<file path="src/hdl/impt_pkg.sv">
// Package: timing, register map, reset values and carrier types of the incremental move and teach block
package impt_pkg;

  // ************************************************************
  // Timing
  // ************************************************************
  localparam int CLK_PERIOD_NS = 100;
  localparam int SCAN_PERIOD_NS = 1_000_000;
  localparam int SCAN_CYCLES = (SCAN_PERIOD_NS + CLK_PERIOD_NS - 1) / CLK_PERIOD_NS;
  localparam int SCAN_MS = 1;
  localparam int WRITE_HOLD_MS = 20;
  localparam logic [4:0] WRITE_HOLD_SCANS = 5'((WRITE_HOLD_MS + SCAN_MS - 1) / SCAN_MS);

  // ************************************************************
  // Position table geometry
  // ************************************************************
  localparam int TBL_IDX_W = 6;
  localparam int TBL_DEPTH = 64;

  // ************************************************************
  // Register byte offsets
  // ************************************************************
  localparam logic [7:0] REG_CTRL = 8'h00;
  localparam logic [7:0] REG_INCH_DIST = 8'h04;
  localparam logic [7:0] REG_JOG_SPEED = 8'h08;
  localparam logic [7:0] REG_DEF_BAND = 8'h0C;
  localparam logic [7:0] REG_SOFT_MIN = 8'h10;
  localparam logic [7:0] REG_SOFT_MAX = 8'h14;
  localparam logic [7:0] REG_TBL_IDX = 8'h18;
  localparam logic [7:0] REG_TBL_POS = 8'h1C;
  localparam logic [7:0] REG_TBL_BAND = 8'h20;
  localparam logic [7:0] REG_TBL_FLAGS = 8'h24;
  localparam logic [7:0] REG_TBL_COMMIT = 8'h28;
  localparam logic [7:0] REG_STATUS = 8'h2C;
  localparam logic [7:0] REG_TARGET = 8'h30;
  localparam logic [7:0] REG_CUR_POS = 8'h34;

  // ************************************************************
  // Field positions and reset values
  // ************************************************************
  localparam int CTRL_TEACH_BIT = 0;
  localparam int FLAG_INCR_BIT = 0;
  localparam int FLAG_PUSH_BIT = 1;
  localparam logic [31:0] INCH_DIST_RST = 32'h0000_0064;
  localparam logic [31:0] JOG_SPEED_RST = 32'h0000_03E8;
  localparam logic [15:0] DEF_BAND_RST = 16'h000A;
  localparam logic [31:0] SOFT_MIN_RST = 32'h0000_0000;
  localparam logic [31:0] SOFT_MAX_RST = 32'h0000_FFFF;
  localparam logic [1:0] RESP_OKAY = 2'h0;
  localparam logic [1:0] RESP_SLVERR = 2'h2;

  // ************************************************************
  // Types
  // ************************************************************
  typedef enum logic [2:0] {
    S_IDLE = 3'b001,
    S_MOVE = 3'b010,
    S_TEACH = 3'b100
  } impt_seq_t;

  typedef struct packed {
    logic signed [31:0] pos;
    logic [15:0] band;
    logic incr;
    logic push;
    logic defined;
  } impt_entry_t;

  typedef struct packed {
    logic [TBL_IDX_W-1:0] pos_select;
    logic start;
    logic teach_req;
    logic jog_plus;
    logic jog_minus;
    logic inch_jog_select;
    logic position_write_request;
  } impt_pio_in_t;

  typedef struct packed {
    logic position_complete;
    logic moving;
    logic teach_active;
    logic write_done;
  } impt_pio_out_t;

  typedef struct packed {
    logic signed [31:0] target;
    logic load;
    logic push;
    logic stop;
    logic jog_plus;
    logic jog_minus;
    logic inch_plus;
    logic inch_minus;
  } impt_mot_cmd_t;

  typedef struct packed {
    logic signed [31:0] position;
    logic busy;
  } impt_mot_stat_t;

endpackage

</file>
<file path="src/hdl/impt_table.sv">
// Position table memory with registered read data
`timescale 1ns/1ps
module impt_table (
  input wire logic aclk,
  input wire logic aresetn,
  input wire logic wr_en,
  input wire logic [impt_pkg::TBL_IDX_W-1:0] wr_idx,
  input wire impt_pkg::impt_entry_t wr_data,
  input wire logic rd_en,
  input wire logic [impt_pkg::TBL_IDX_W-1:0] rd_idx,
  output impt_pkg::impt_entry_t rd_data
);
  import impt_pkg::*;

  impt_entry_t mem [TBL_DEPTH];
  logic [TBL_DEPTH-1:0] defined;

  // Array holds data only; the defined bits are reset so blank entries read as blank
  always_ff @(posedge aclk) begin
    if (wr_en) begin
      mem[wr_idx] <= wr_data;
    end
    if (!aresetn) begin
      defined <= '0;
      rd_data <= '0;
    end else begin
      if (wr_en) begin
        defined[wr_idx] <= wr_data.defined;
      end
      if (rd_en) begin
        rd_data <= mem[rd_idx];
        rd_data.defined <= defined[rd_idx];
      end
    end
  end
endmodule // impt_table

</file>
<file path="src/hdl/impt_core.sv">
// Parallel I/O move resolution and teaching logic with an AXI4-Lite register slave
// Behaviour
// - Position complete stays low while start stays high, even after motion ends.
// - Targets past a soft limit stop at the limit, then complete asserts.
// - Each table entry has an incremental flag making its position relative.
// - Incremental positioning start during a move adds the distance to the running target.
// - Repeated incremental starts during one move accumulate onto the target.
// - Incremental positioning start during push motion adds to the push target.
// - Incremental push start during motion adds to the current position.
// - Teaching type enables host jogging and current position writes.
// - Writing a blank entry fills band and flags with defaults.
// - Write request held 20 ms before the current position is stored.
// - Teach request rise enables teaching only while the actuator stands.
// - Both jog inputs stop the actuator; both must release before jogging.
// - Inch select high inches by set distance; low jogs at set speed.
// - Write done rises on store and falls when the request drops.
// - Start rise clears position complete and raises moving.
`timescale 1ns/1ps
module impt_core #(
  parameter int SCAN_CYCLES_P = impt_pkg::SCAN_CYCLES
) (
  input wire logic aclk,
  input wire logic aresetn,
  input wire logic [7:0] s_axi_awaddr,
  input wire logic s_axi_awvalid,
  output logic s_axi_awready,
  input wire logic [31:0] s_axi_wdata,
  input wire logic [3:0] s_axi_wstrb,
  input wire logic s_axi_wvalid,
  output logic s_axi_wready,
  output logic [1:0] s_axi_bresp,
  output logic s_axi_bvalid,
  input wire logic s_axi_bready,
  input wire logic [7:0] s_axi_araddr,
  input wire logic s_axi_arvalid,
  output logic s_axi_arready,
  output logic [31:0] s_axi_rdata,
  output logic [1:0] s_axi_rresp,
  output logic s_axi_rvalid,
  input wire logic s_axi_rready,
  input wire impt_pkg::impt_pio_in_t parallel_io_in,
  output impt_pkg::impt_pio_out_t parallel_io_out,
  input wire impt_pkg::impt_mot_stat_t mot_stat,
  output impt_pkg::impt_mot_cmd_t mot_cmd,
  output logic [31:0] mot_jog_speed,
  output logic [31:0] mot_inch_dist
);
  import impt_pkg::*;

  // ************************************************************
  // State record
  // ************************************************************
  typedef struct packed {
    logic aw_held;
    logic [7:0] awaddr;
    logic w_held;
    logic [31:0] wdata;
    logic [3:0] wstrb;
    logic bvalid;
    logic [1:0] bresp;
    logic rvalid;
    logic [31:0] rdata;
    logic [1:0] rresp;
    logic teach_type;
    logic [31:0] inch_dist;
    logic [31:0] jog_speed;
    logic [15:0] def_band;
    logic [31:0] soft_min;
    logic [31:0] soft_max;
    logic [TBL_IDX_W-1:0] tbl_idx;
    logic [31:0] tbl_pos;
    logic [15:0] tbl_band;
    logic tbl_incr;
    logic tbl_push;
    logic commit;
    logic [15:0] scan_cnt;
    impt_pio_in_t samp;
    impt_pio_in_t qual;
    impt_pio_in_t qual_prev;
    impt_seq_t state;
    logic start_pend;
    logic signed [31:0] run_target;
    logic run_push;
    logic running;
    logic seen_busy;
    logic done;
    logic [4:0] hold_cnt;
    logic jog_lock;
    impt_pio_out_t out;
    impt_mot_cmd_t cmd;
  } impt_state_t;

  impt_state_t s;
  impt_state_t next_s;
  logic mem_wr_en;
  logic [TBL_IDX_W-1:0] mem_wr_idx;
  impt_entry_t mem_wr_data;
  logic mem_rd_en;
  logic [TBL_IDX_W-1:0] mem_rd_idx;
  impt_entry_t mem_rd_data;

  // Byte-lane merge for partial AXI writes
  function automatic logic [31:0] lane_merge(input logic [31:0] old, input logic [31:0] d, input logic [3:0] be);
    logic [31:0] r;
    r = old;
    for (int i = 0; i < 4; i++) begin
      if (be[i]) begin
        r[8*i +: 8] = d[8*i +: 8];
      end
    end
    return r;
  endfunction

  // Soft stroke limit clamp
  function automatic logic signed [31:0] clamp(input logic signed [31:0] t, input logic signed [31:0] lo,
                                               input logic signed [31:0] hi);
    logic signed [31:0] r;
    r = t;
    if (t < lo) begin
      r = lo;
    end else if (t > hi) begin
      r = hi;
    end
    return r;
  endfunction

  // ************************************************************
  // Position table
  // ************************************************************
  impt_table impt_table_inst (
    .aclk(aclk),
    .aresetn(aresetn),
    .wr_en(mem_wr_en),
    .wr_idx(mem_wr_idx),
    .wr_data(mem_wr_data),
    .rd_en(mem_rd_en),
    .rd_idx(mem_rd_idx),
    .rd_data(mem_rd_data)
  );

  // ************************************************************
  // Next-state logic
  // ************************************************************
  always_comb begin
    logic tick;
    logic both;
    logic jog_en;
    logic [7:0] wa;
    logic [7:0] ra;
    logic signed [31:0] tgt;
    impt_pio_in_t q;
    impt_pio_in_t rise;
    impt_entry_t e;
    tick = 1'b0;
    both = 1'b0;
    jog_en = 1'b0;
    wa = {s.awaddr[7:2], 2'b00};
    ra = {s_axi_araddr[7:2], 2'b00};
    tgt = '0;
    q = s.qual;
    rise = s.qual & ~s.qual_prev;
    e = mem_rd_data;
    next_s = s;
    mem_wr_en = 1'b0;
    mem_wr_idx = s.tbl_idx;
    mem_wr_data = '0;
    mem_rd_en = 1'b0;
    mem_rd_idx = q.pos_select;

    // AXI write channels are taken independently, answered once both are held
    if (s_axi_awvalid && !s.aw_held) begin
      next_s.aw_held = 1'b1;
      next_s.awaddr = s_axi_awaddr;
    end
    if (s_axi_wvalid && !s.w_held) begin
      next_s.w_held = 1'b1;
      next_s.wdata = s_axi_wdata;
      next_s.wstrb = s_axi_wstrb;
    end
    if (s.bvalid && s_axi_bready) begin
      next_s.bvalid = 1'b0;
    end
    if (s.aw_held && s.w_held && !s.bvalid) begin
      next_s.aw_held = 1'b0;
      next_s.w_held = 1'b0;
      next_s.bvalid = 1'b1;
      next_s.bresp = RESP_OKAY;
      case (wa)
        REG_CTRL: begin
          if (s.wstrb[0]) begin
            next_s.teach_type = s.wdata[CTRL_TEACH_BIT];
          end
        end
        REG_INCH_DIST: next_s.inch_dist = lane_merge(s.inch_dist, s.wdata, s.wstrb);
        REG_JOG_SPEED: next_s.jog_speed = lane_merge(s.jog_speed, s.wdata, s.wstrb);
        REG_DEF_BAND: next_s.def_band = 16'(lane_merge({16'h0000, s.def_band}, s.wdata, s.wstrb));
        REG_SOFT_MIN: next_s.soft_min = lane_merge(s.soft_min, s.wdata, s.wstrb);
        REG_SOFT_MAX: next_s.soft_max = lane_merge(s.soft_max, s.wdata, s.wstrb);
        REG_TBL_IDX: next_s.tbl_idx = TBL_IDX_W'(lane_merge({26'h0, s.tbl_idx}, s.wdata, s.wstrb));
        REG_TBL_POS: next_s.tbl_pos = lane_merge(s.tbl_pos, s.wdata, s.wstrb);
        REG_TBL_BAND: next_s.tbl_band = 16'(lane_merge({16'h0000, s.tbl_band}, s.wdata, s.wstrb));
        REG_TBL_FLAGS: begin
          if (s.wstrb[0]) begin
            next_s.tbl_incr = s.wdata[FLAG_INCR_BIT];
            next_s.tbl_push = s.wdata[FLAG_PUSH_BIT];
          end
        end
        REG_TBL_COMMIT: next_s.commit = 1'b1;
        REG_STATUS, REG_TARGET, REG_CUR_POS: next_s.bresp = RESP_OKAY;
        default: next_s.bresp = RESP_SLVERR;
      endcase
    end

    // AXI read: one outstanding, data registered
    if (s.rvalid && s_axi_rready) begin
      next_s.rvalid = 1'b0;
    end
    if (s_axi_arvalid && !s.rvalid) begin
      next_s.rvalid = 1'b1;
      next_s.rresp = RESP_OKAY;
      case (ra)
        REG_CTRL: next_s.rdata = {31'h0, s.teach_type};
        REG_INCH_DIST: next_s.rdata = s.inch_dist;
        REG_JOG_SPEED: next_s.rdata = s.jog_speed;
        REG_DEF_BAND: next_s.rdata = {16'h0000, s.def_band};
        REG_SOFT_MIN: next_s.rdata = s.soft_min;
        REG_SOFT_MAX: next_s.rdata = s.soft_max;
        REG_TBL_IDX: next_s.rdata = {26'h0, s.tbl_idx};
        REG_TBL_POS: next_s.rdata = s.tbl_pos;
        REG_TBL_BAND: next_s.rdata = {16'h0000, s.tbl_band};
        REG_TBL_FLAGS: next_s.rdata = {30'h0, s.tbl_push, s.tbl_incr};
        REG_TBL_COMMIT: next_s.rdata = {31'h0, s.commit};
        REG_STATUS: next_s.rdata = {26'h0, s.running, s.jog_lock, s.out.write_done, s.out.teach_active,
                                    s.out.moving, s.out.position_complete};
        REG_TARGET: next_s.rdata = s.run_target;
        REG_CUR_POS: next_s.rdata = mot_stat.position;
        default: begin
          next_s.rdata = 32'h0000_0000;
          next_s.rresp = RESP_SLVERR;
        end
      endcase
    end

    // Millisecond scan; a level is accepted only after two equal scans
    tick = (s.scan_cnt == 16'(SCAN_CYCLES_P - 1));
    next_s.scan_cnt = tick ? 16'h0000 : s.scan_cnt + 16'h0001;
    next_s.qual_prev = s.qual;
    if (tick) begin
      next_s.samp = parallel_io_in;
      for (int i = 0; i < $bits(impt_pio_in_t); i++) begin
        if (s.samp[i] == parallel_io_in[i]) begin
          next_s.qual[i] = s.samp[i];
        end
      end
    end

    // Pulses last one cycle
    next_s.cmd.load = 1'b0;
    next_s.cmd.stop = 1'b0;
    next_s.cmd.inch_plus = 1'b0;
    next_s.cmd.inch_minus = 1'b0;

    // Motion tracking: completion needs busy seen then dropped
    if (s.running) begin
      if (mot_stat.busy) begin
        next_s.seen_busy = 1'b1;
      end
      if (s.seen_busy && !mot_stat.busy) begin
        next_s.running = 1'b0;
        next_s.done = 1'b1;
      end
    end
    if (rise.start) begin
      next_s.start_pend = 1'b1;
      next_s.done = 1'b0;
    end

    // Teaching mode entry only from standstill
    if (!q.teach_req || !s.teach_type) begin
      next_s.out.teach_active = 1'b0;
    end else if (rise.teach_req && !mot_stat.busy && !s.running) begin
      next_s.out.teach_active = 1'b1;
    end

    // Jog and inch; both directions at once stop and lock out
    both = q.jog_plus & q.jog_minus;
    if (both) begin
      next_s.jog_lock = 1'b1;
      if (!s.jog_lock) begin
        next_s.cmd.stop = 1'b1;
      end
    end else if (!q.jog_plus && !q.jog_minus) begin
      next_s.jog_lock = 1'b0;
    end
    jog_en = s.out.teach_active & ~s.jog_lock & ~both & ~s.running;
    next_s.cmd.jog_plus = jog_en & ~q.inch_jog_select & q.jog_plus;
    next_s.cmd.jog_minus = jog_en & ~q.inch_jog_select & q.jog_minus;
    next_s.cmd.inch_plus = jog_en & q.inch_jog_select & rise.jog_plus;
    next_s.cmd.inch_minus = jog_en & q.inch_jog_select & rise.jog_minus;

    // Write request hold counter in scans; dropping it clears write done
    if (!q.position_write_request) begin
      next_s.hold_cnt = 5'h00;
      next_s.out.write_done = 1'b0;
    end else if (tick && s.hold_cnt != WRITE_HOLD_SCANS) begin
      next_s.hold_cnt = s.hold_cnt + 5'h01;
    end

    // Sequencer; the table read takes one cycle
    case (s.state)
      S_IDLE: begin
        if (s.start_pend) begin
          mem_rd_en = 1'b1;
          next_s.start_pend = 1'b0;
          next_s.state = S_MOVE;
        end else if (s.out.teach_active && q.position_write_request && s.hold_cnt == WRITE_HOLD_SCANS &&
                     !s.out.write_done && !mot_stat.busy) begin
          mem_rd_en = 1'b1;
          next_s.state = S_TEACH;
        end else if (s.commit) begin
          mem_wr_en = 1'b1;
          mem_wr_data = '{pos: s.tbl_pos, band: s.tbl_band, incr: s.tbl_incr, push: s.tbl_push, defined: 1'b1};
          next_s.commit = 1'b0;
        end
      end
      S_MOVE: begin
        next_s.state = S_IDLE;
        if (!e.defined) begin
          next_s.done = !s.running;
        end else begin
          if (!e.incr) begin
            tgt = e.pos;
          end else if (s.running && e.push) begin
            tgt = mot_stat.position + e.pos;
          end else if (s.running) begin
            tgt = s.run_target + e.pos;
          end else begin
            tgt = mot_stat.position + e.pos;
          end
          tgt = clamp(tgt, s.soft_min, s.soft_max);
          next_s.run_target = tgt;
          next_s.run_push = e.push;
          next_s.running = 1'b1;
          next_s.seen_busy = 1'b0;
          next_s.done = 1'b0;
          next_s.cmd.target = tgt;
          next_s.cmd.push = e.push;
          next_s.cmd.load = 1'b1;
        end
      end
      S_TEACH: begin
        next_s.state = S_IDLE;
        mem_wr_en = 1'b1;
        mem_wr_idx = q.pos_select;
        mem_wr_data = e;
        mem_wr_data.pos = mot_stat.position;
        if (!e.defined) begin
          mem_wr_data.band = s.def_band;
          mem_wr_data.incr = 1'b0;
          mem_wr_data.push = 1'b0;
          mem_wr_data.defined = 1'b1;
        end
        next_s.out.write_done = 1'b1;
      end
      default: next_s.state = S_IDLE;
    endcase

    // Status outputs; complete held low while start is still high
    next_s.out.position_complete = next_s.done & ~q.start;
    next_s.out.moving = next_s.running | next_s.start_pend | (next_s.state == S_MOVE);
  end

  // ************************************************************
  // State register
  // ************************************************************
  always_ff @(posedge aclk) begin
    if (!aresetn) begin
      s <= '0;
      s.state <= S_IDLE;
      s.inch_dist <= INCH_DIST_RST;
      s.jog_speed <= JOG_SPEED_RST;
      s.def_band <= DEF_BAND_RST;
      s.soft_min <= SOFT_MIN_RST;
      s.soft_max <= SOFT_MAX_RST;
    end else begin
      s <= next_s;
    end
  end

  // Port drive
  assign s_axi_awready = !s.aw_held;
  assign s_axi_wready = !s.w_held;
  assign s_axi_bvalid = s.bvalid;
  assign s_axi_bresp = s.bresp;
  assign s_axi_arready = !s.rvalid;
  assign s_axi_rvalid = s.rvalid;
  assign s_axi_rdata = s.rdata;
  assign s_axi_rresp = s.rresp;
  assign parallel_io_out = s.out;
  assign mot_cmd = s.cmd;
  assign mot_jog_speed = s.jog_speed;
  assign mot_inch_dist = s.inch_dist;
endmodule // impt_core

</file>
<file path="config.mk">
export PLATFORM = sky130hd
export DESIGN_NAME = impt_core
export DESIGN_NICKNAME = d
export VERILOG_FILES = /design/src/hdl/impt_pkg.sv /design/src/hdl/impt_table.sv /design/src/hdl/impt_core.sv
export SDC_FILE = /design/constraint.sdc
export NUM_CORES = 2
export LEC_CHECK = 0
export ABC_AREA = 1
export BUFFER_PORTS_ARGS = -buffer_cell sky130_fd_sc_hd__buf_4
export CORE_MARGIN = 5
export CORE_UTILIZATION = 55
export DETAILED_ROUTE_END_ITERATION = 8
export HOLD_SLACK_MARGIN = 0.1
export PLACE_DENSITY = 0.7
export SLEW_MARGIN = 20
export SYNTH_ARGS = -nofsm -noshare
export SYNTH_HDL_FRONTEND = slang
export SYNTH_SLANG_ARGS = --single-unit
</file>
<file path="constraint.sdc">
create_clock -name aclk -period 6.5 [get_ports aclk]
set_input_delay 0.65 -clock aclk [delete_from_list [all_inputs] [get_ports aclk]]
set_output_delay 0.65 -clock aclk [all_outputs]
set_load 0.02 [all_outputs]
</file>
==> out/results.ini <==
[drt]
postRouteWirelength_mm = 380
vias = 84495
avgRoutedWirePerCell_um = 28.5
ant_nets = 0
dr.pass1.iters = 8
drc_errors = 0
viasPerCell = 6.34
drt_iter0_markers = 11953

[synthesis]
synth-seq-area-share_pct = 66.8
syn_inst = 10393
synth_ff_type = edfxtp_1
synthArstFlopShare_pct = 0
synth-edff-count = 2176
synth.distinct_cells = 63
syn_area_mm2 = 0.112
ys_ff_latch = 2657
yosys_warnings = 0
syn_area_per_cell_um2 = 10.8

[floorplan]
pin_count = 252
coreArea_mm2 = 0.203
die_h_um = 462
rows = 165
dieArea_mm2 = 0.213
die_width_um = 462
start_util_pct = 55.4

[clock_network]
root_buffer = clkbuf_16
cts_tree = built
cts_max_path_buffers = 4
htreeDepth = 5
post_cts_resize_count = 0
clkTransAtPathRegs_ns = 0.06
cts.sinks = 2657
postCtsSetupBuffers = 0
cts_buffers = 285
clock_latency_ns = 0.96

[setup_path]
cp.depth = 27
cp_slowest_cell = dfxtp_1
required_ns = 7.32
worstPathArrival_ns = 6.10
reg2reg_depth = 27
worst-path-max-fanout = 23
crit_path_end_kind = register
worst-path-buf-inv = 2
max_stage_delay_ns = 0.49
critPathMostFrequentCell = nand2_1
crit_family = simple AND/OR/NAND/NOR gates
critical_path_class = register to register
startpoint_type = register

[finish]
nFillCells = 15577
final_nets = 10673
area_growth_pct = 12.2
drive_above_1_share_pct = 9.53
seq_area_mm2 = 0.0750
multi_input_area_mm2 = 0.0325

[sta]
fin_skew_ns = 0.0586
finalMaxSlewViolations = 0
final.setup.tns_ns = 0
rsz0062_at_grt = no
fmax_mhz = 189
setup_violations = 0
max_slew.worst_pin.slew_ns = 1.32
holdWs_ns = 0.182
period_share_pct = 81.4
min_period_ns = 5.29
fin_ws_ns = 1.21
hold_viol = 0
max-slew-margin-rel_pct = 11.8

[placed_design]
globalplace.congestion = 0.991
dpl_worst_slack_ns = 1.09
port_buffers = 245
place_hpwl_mm = 235

[pwr]
p_leak_nw = 43.0
power_density_mw_per_mm2 = 272
ir_drop_uv = 332

[global_routing]
grt_pass1_vias = 78616
grt_antenna_before_repair = 14
track_usage_pct = 34.7
grt_pass1_wl_mm = 540
grt_max_degree = 242
grt_overflow = 0

[min_path]
hp-class = primary input to register
holdPathStages = 3

[flow_run]
maxCapViolCount = 0

[status]
outcome = completed

synth_stat cells (all sizes together) (6+ instances only):
master	number	area (um2)
inv	452	1700
o22ai	710	4440
o211ai	40	300
a31oi	11	68.8
clkinv	8	30.0
o21ai	1767	8850
a221oi	28	245
nor3	40	226
nor2	2127	8000
o21a	6	45.0
o2111ai	17	149
a22oi	33	248
buf	384	2440
edfxtp	2176	65300
a211oi	21	158
nor4	8	50.1
clkbuf	389	1460
ha	129	1610
nand2	869	3260
dfxtp	481	9630
nand4	41	257
or2	15	93.9
a21oi	336	1680
o32ai	23	201
nand3	204	1030
o21bai	10	75.1
o221ai	13	114
o22a	9	78.8
xor2	6	52.6
o31ai	7	52.6
cells by family after synthesis:
family / after synthesis / share of synthesized area (%)
fa+ha+maj: 131 / 1.47
xor+xnor: 11 / 0.0859
compound gates: 3043 / 15.0
other cells: 1 / 0.00334
simple gates: 3317 / 11.6
flops: 2657 / 66.8
buf+inv: 1233 / 5.02
area by class of cell:
| class | instances | share of cell area, % |
|---|---|---|
| Sequential cell | 2657 | 59.6 |
| Timing Repair Buffer | 530 | 3.60 |
| Clock buffer | 356 | 6.04 |
| Inverter | 460 | 1.40 |
| Multi-Input combinational cell | 6504 | 25.8 |
| Tap cell | 2672 | 2.66 |
| Antenna cell | 10 | 0.0199 |
| Clock inverter | 130 | 0.912 |
metrics by stage:
| stage | cells | util, % | total power, mW | cell area (um2) |
|---|---|---|---|---|
| global placement | 12759 | 57.5 | 19.0 | 116000 |
| finish | 13319 | 62.2 | 34.2 | 126000 |
| global route | 13310 | 62.2 | 35.1 | 126000 |
| detailed placement | 12760 | 57.5 | 19.0 | 116000 |
| floorplan | 10394 | - | 18.8 | 112000 |
| CTS | 13303 | 62.1 | 34.3 | 126000 |
path summary, 6_finish.rpt:
| path | from | end | slack, ns |
|---|---|---|---|
| hold reg to reg | s[92] | mot_cmd[1] | 0.41 |
| setup reg to reg | impt_table_inst.rd_data[19] | mot_cmd[8] | 1.21 |
| hold / removal | s_axi_araddr[4] | s_axi_rresp[1] | 0.18 |
| setup / recovery | impt_table_inst.rd_data[19] | mot_cmd[8] | 1.21 |
per-layer routing:
layer	vias up	wire [um]	GRT usage, %
met4	8	25800	20.3
li1	37225	-	-
met3	950	41400	6.93
met5	-	59	0
met1	41090	142000	46.1
met2	5222	170000	53.5
cells in the final DEF (no fill, tap or decap), drive strengths merged, types with 4 or more instances in the layout:
cell type,count
edfxtp,2176
nor2,2127
o21ai,1767
nand2,869
o22ai,710
dfxtp,481
buf,473
inv,463
clkbuf,356
a21oi,336
nand3,204
ha,129
clkinv,99
dlygate4sd3,57
nand4,41
o211ai,40
nor3,40
a22oi,33
a221oi,28
o32ai,23
a211oi,21
bufinv,19
o2111ai,17
or2,15
o221ai,13
a31oi,11
diode,10
o21bai,10
o22a,9
clkinvlp,9
nor4,8
o31ai,7
xor2,6
o21a,6
xnor2,5
o41ai,5
nand3b,4
state kept, by name (all words and copies together) (netlist names):
name	count
mem_rd_idx	6
s_axi_rresp	1
s_axi_rdata	32
next_s	6
parallel_io_out	4
impt_table_inst.mem	2176
impt_table_inst.defined	64
impt_table_inst.rd_data	35
mot_cmd	39
s_axi_bvalid	1
mot_inch_dist	32
s	227
mot_jog_speed	32
s_axi_rvalid	1
s_axi_bresp	1
power by group:
part | total (mW) | switching, mW | internal [mW] | leakage, nW
combinational | 0.416 | 0.284 | 0.132 | 16.6
sequential | 18.2 | 0.0686 | 18.2 | 22.1
clock | 15.6 | 6.57 | 9.02 | 4.28
what timing repair did:
action | 4_1_cts | 5_1_grt
endpoints found under the setup margin | 0 | 0
hold endpoints to repair | 69 | 0
hold buffers | 57 | 0
worst min-delay path: cells and delay by family:
| family | cells | cell delay (ns) |
|---|---|---|
| and+or+nand+nor | 1 | 0.11 |
| buffers and inverters | 1 | 0.11 |
| AOI/OAI and AO/OA | 1 | 0.19 |
Power figures use the tool's default switching activity.
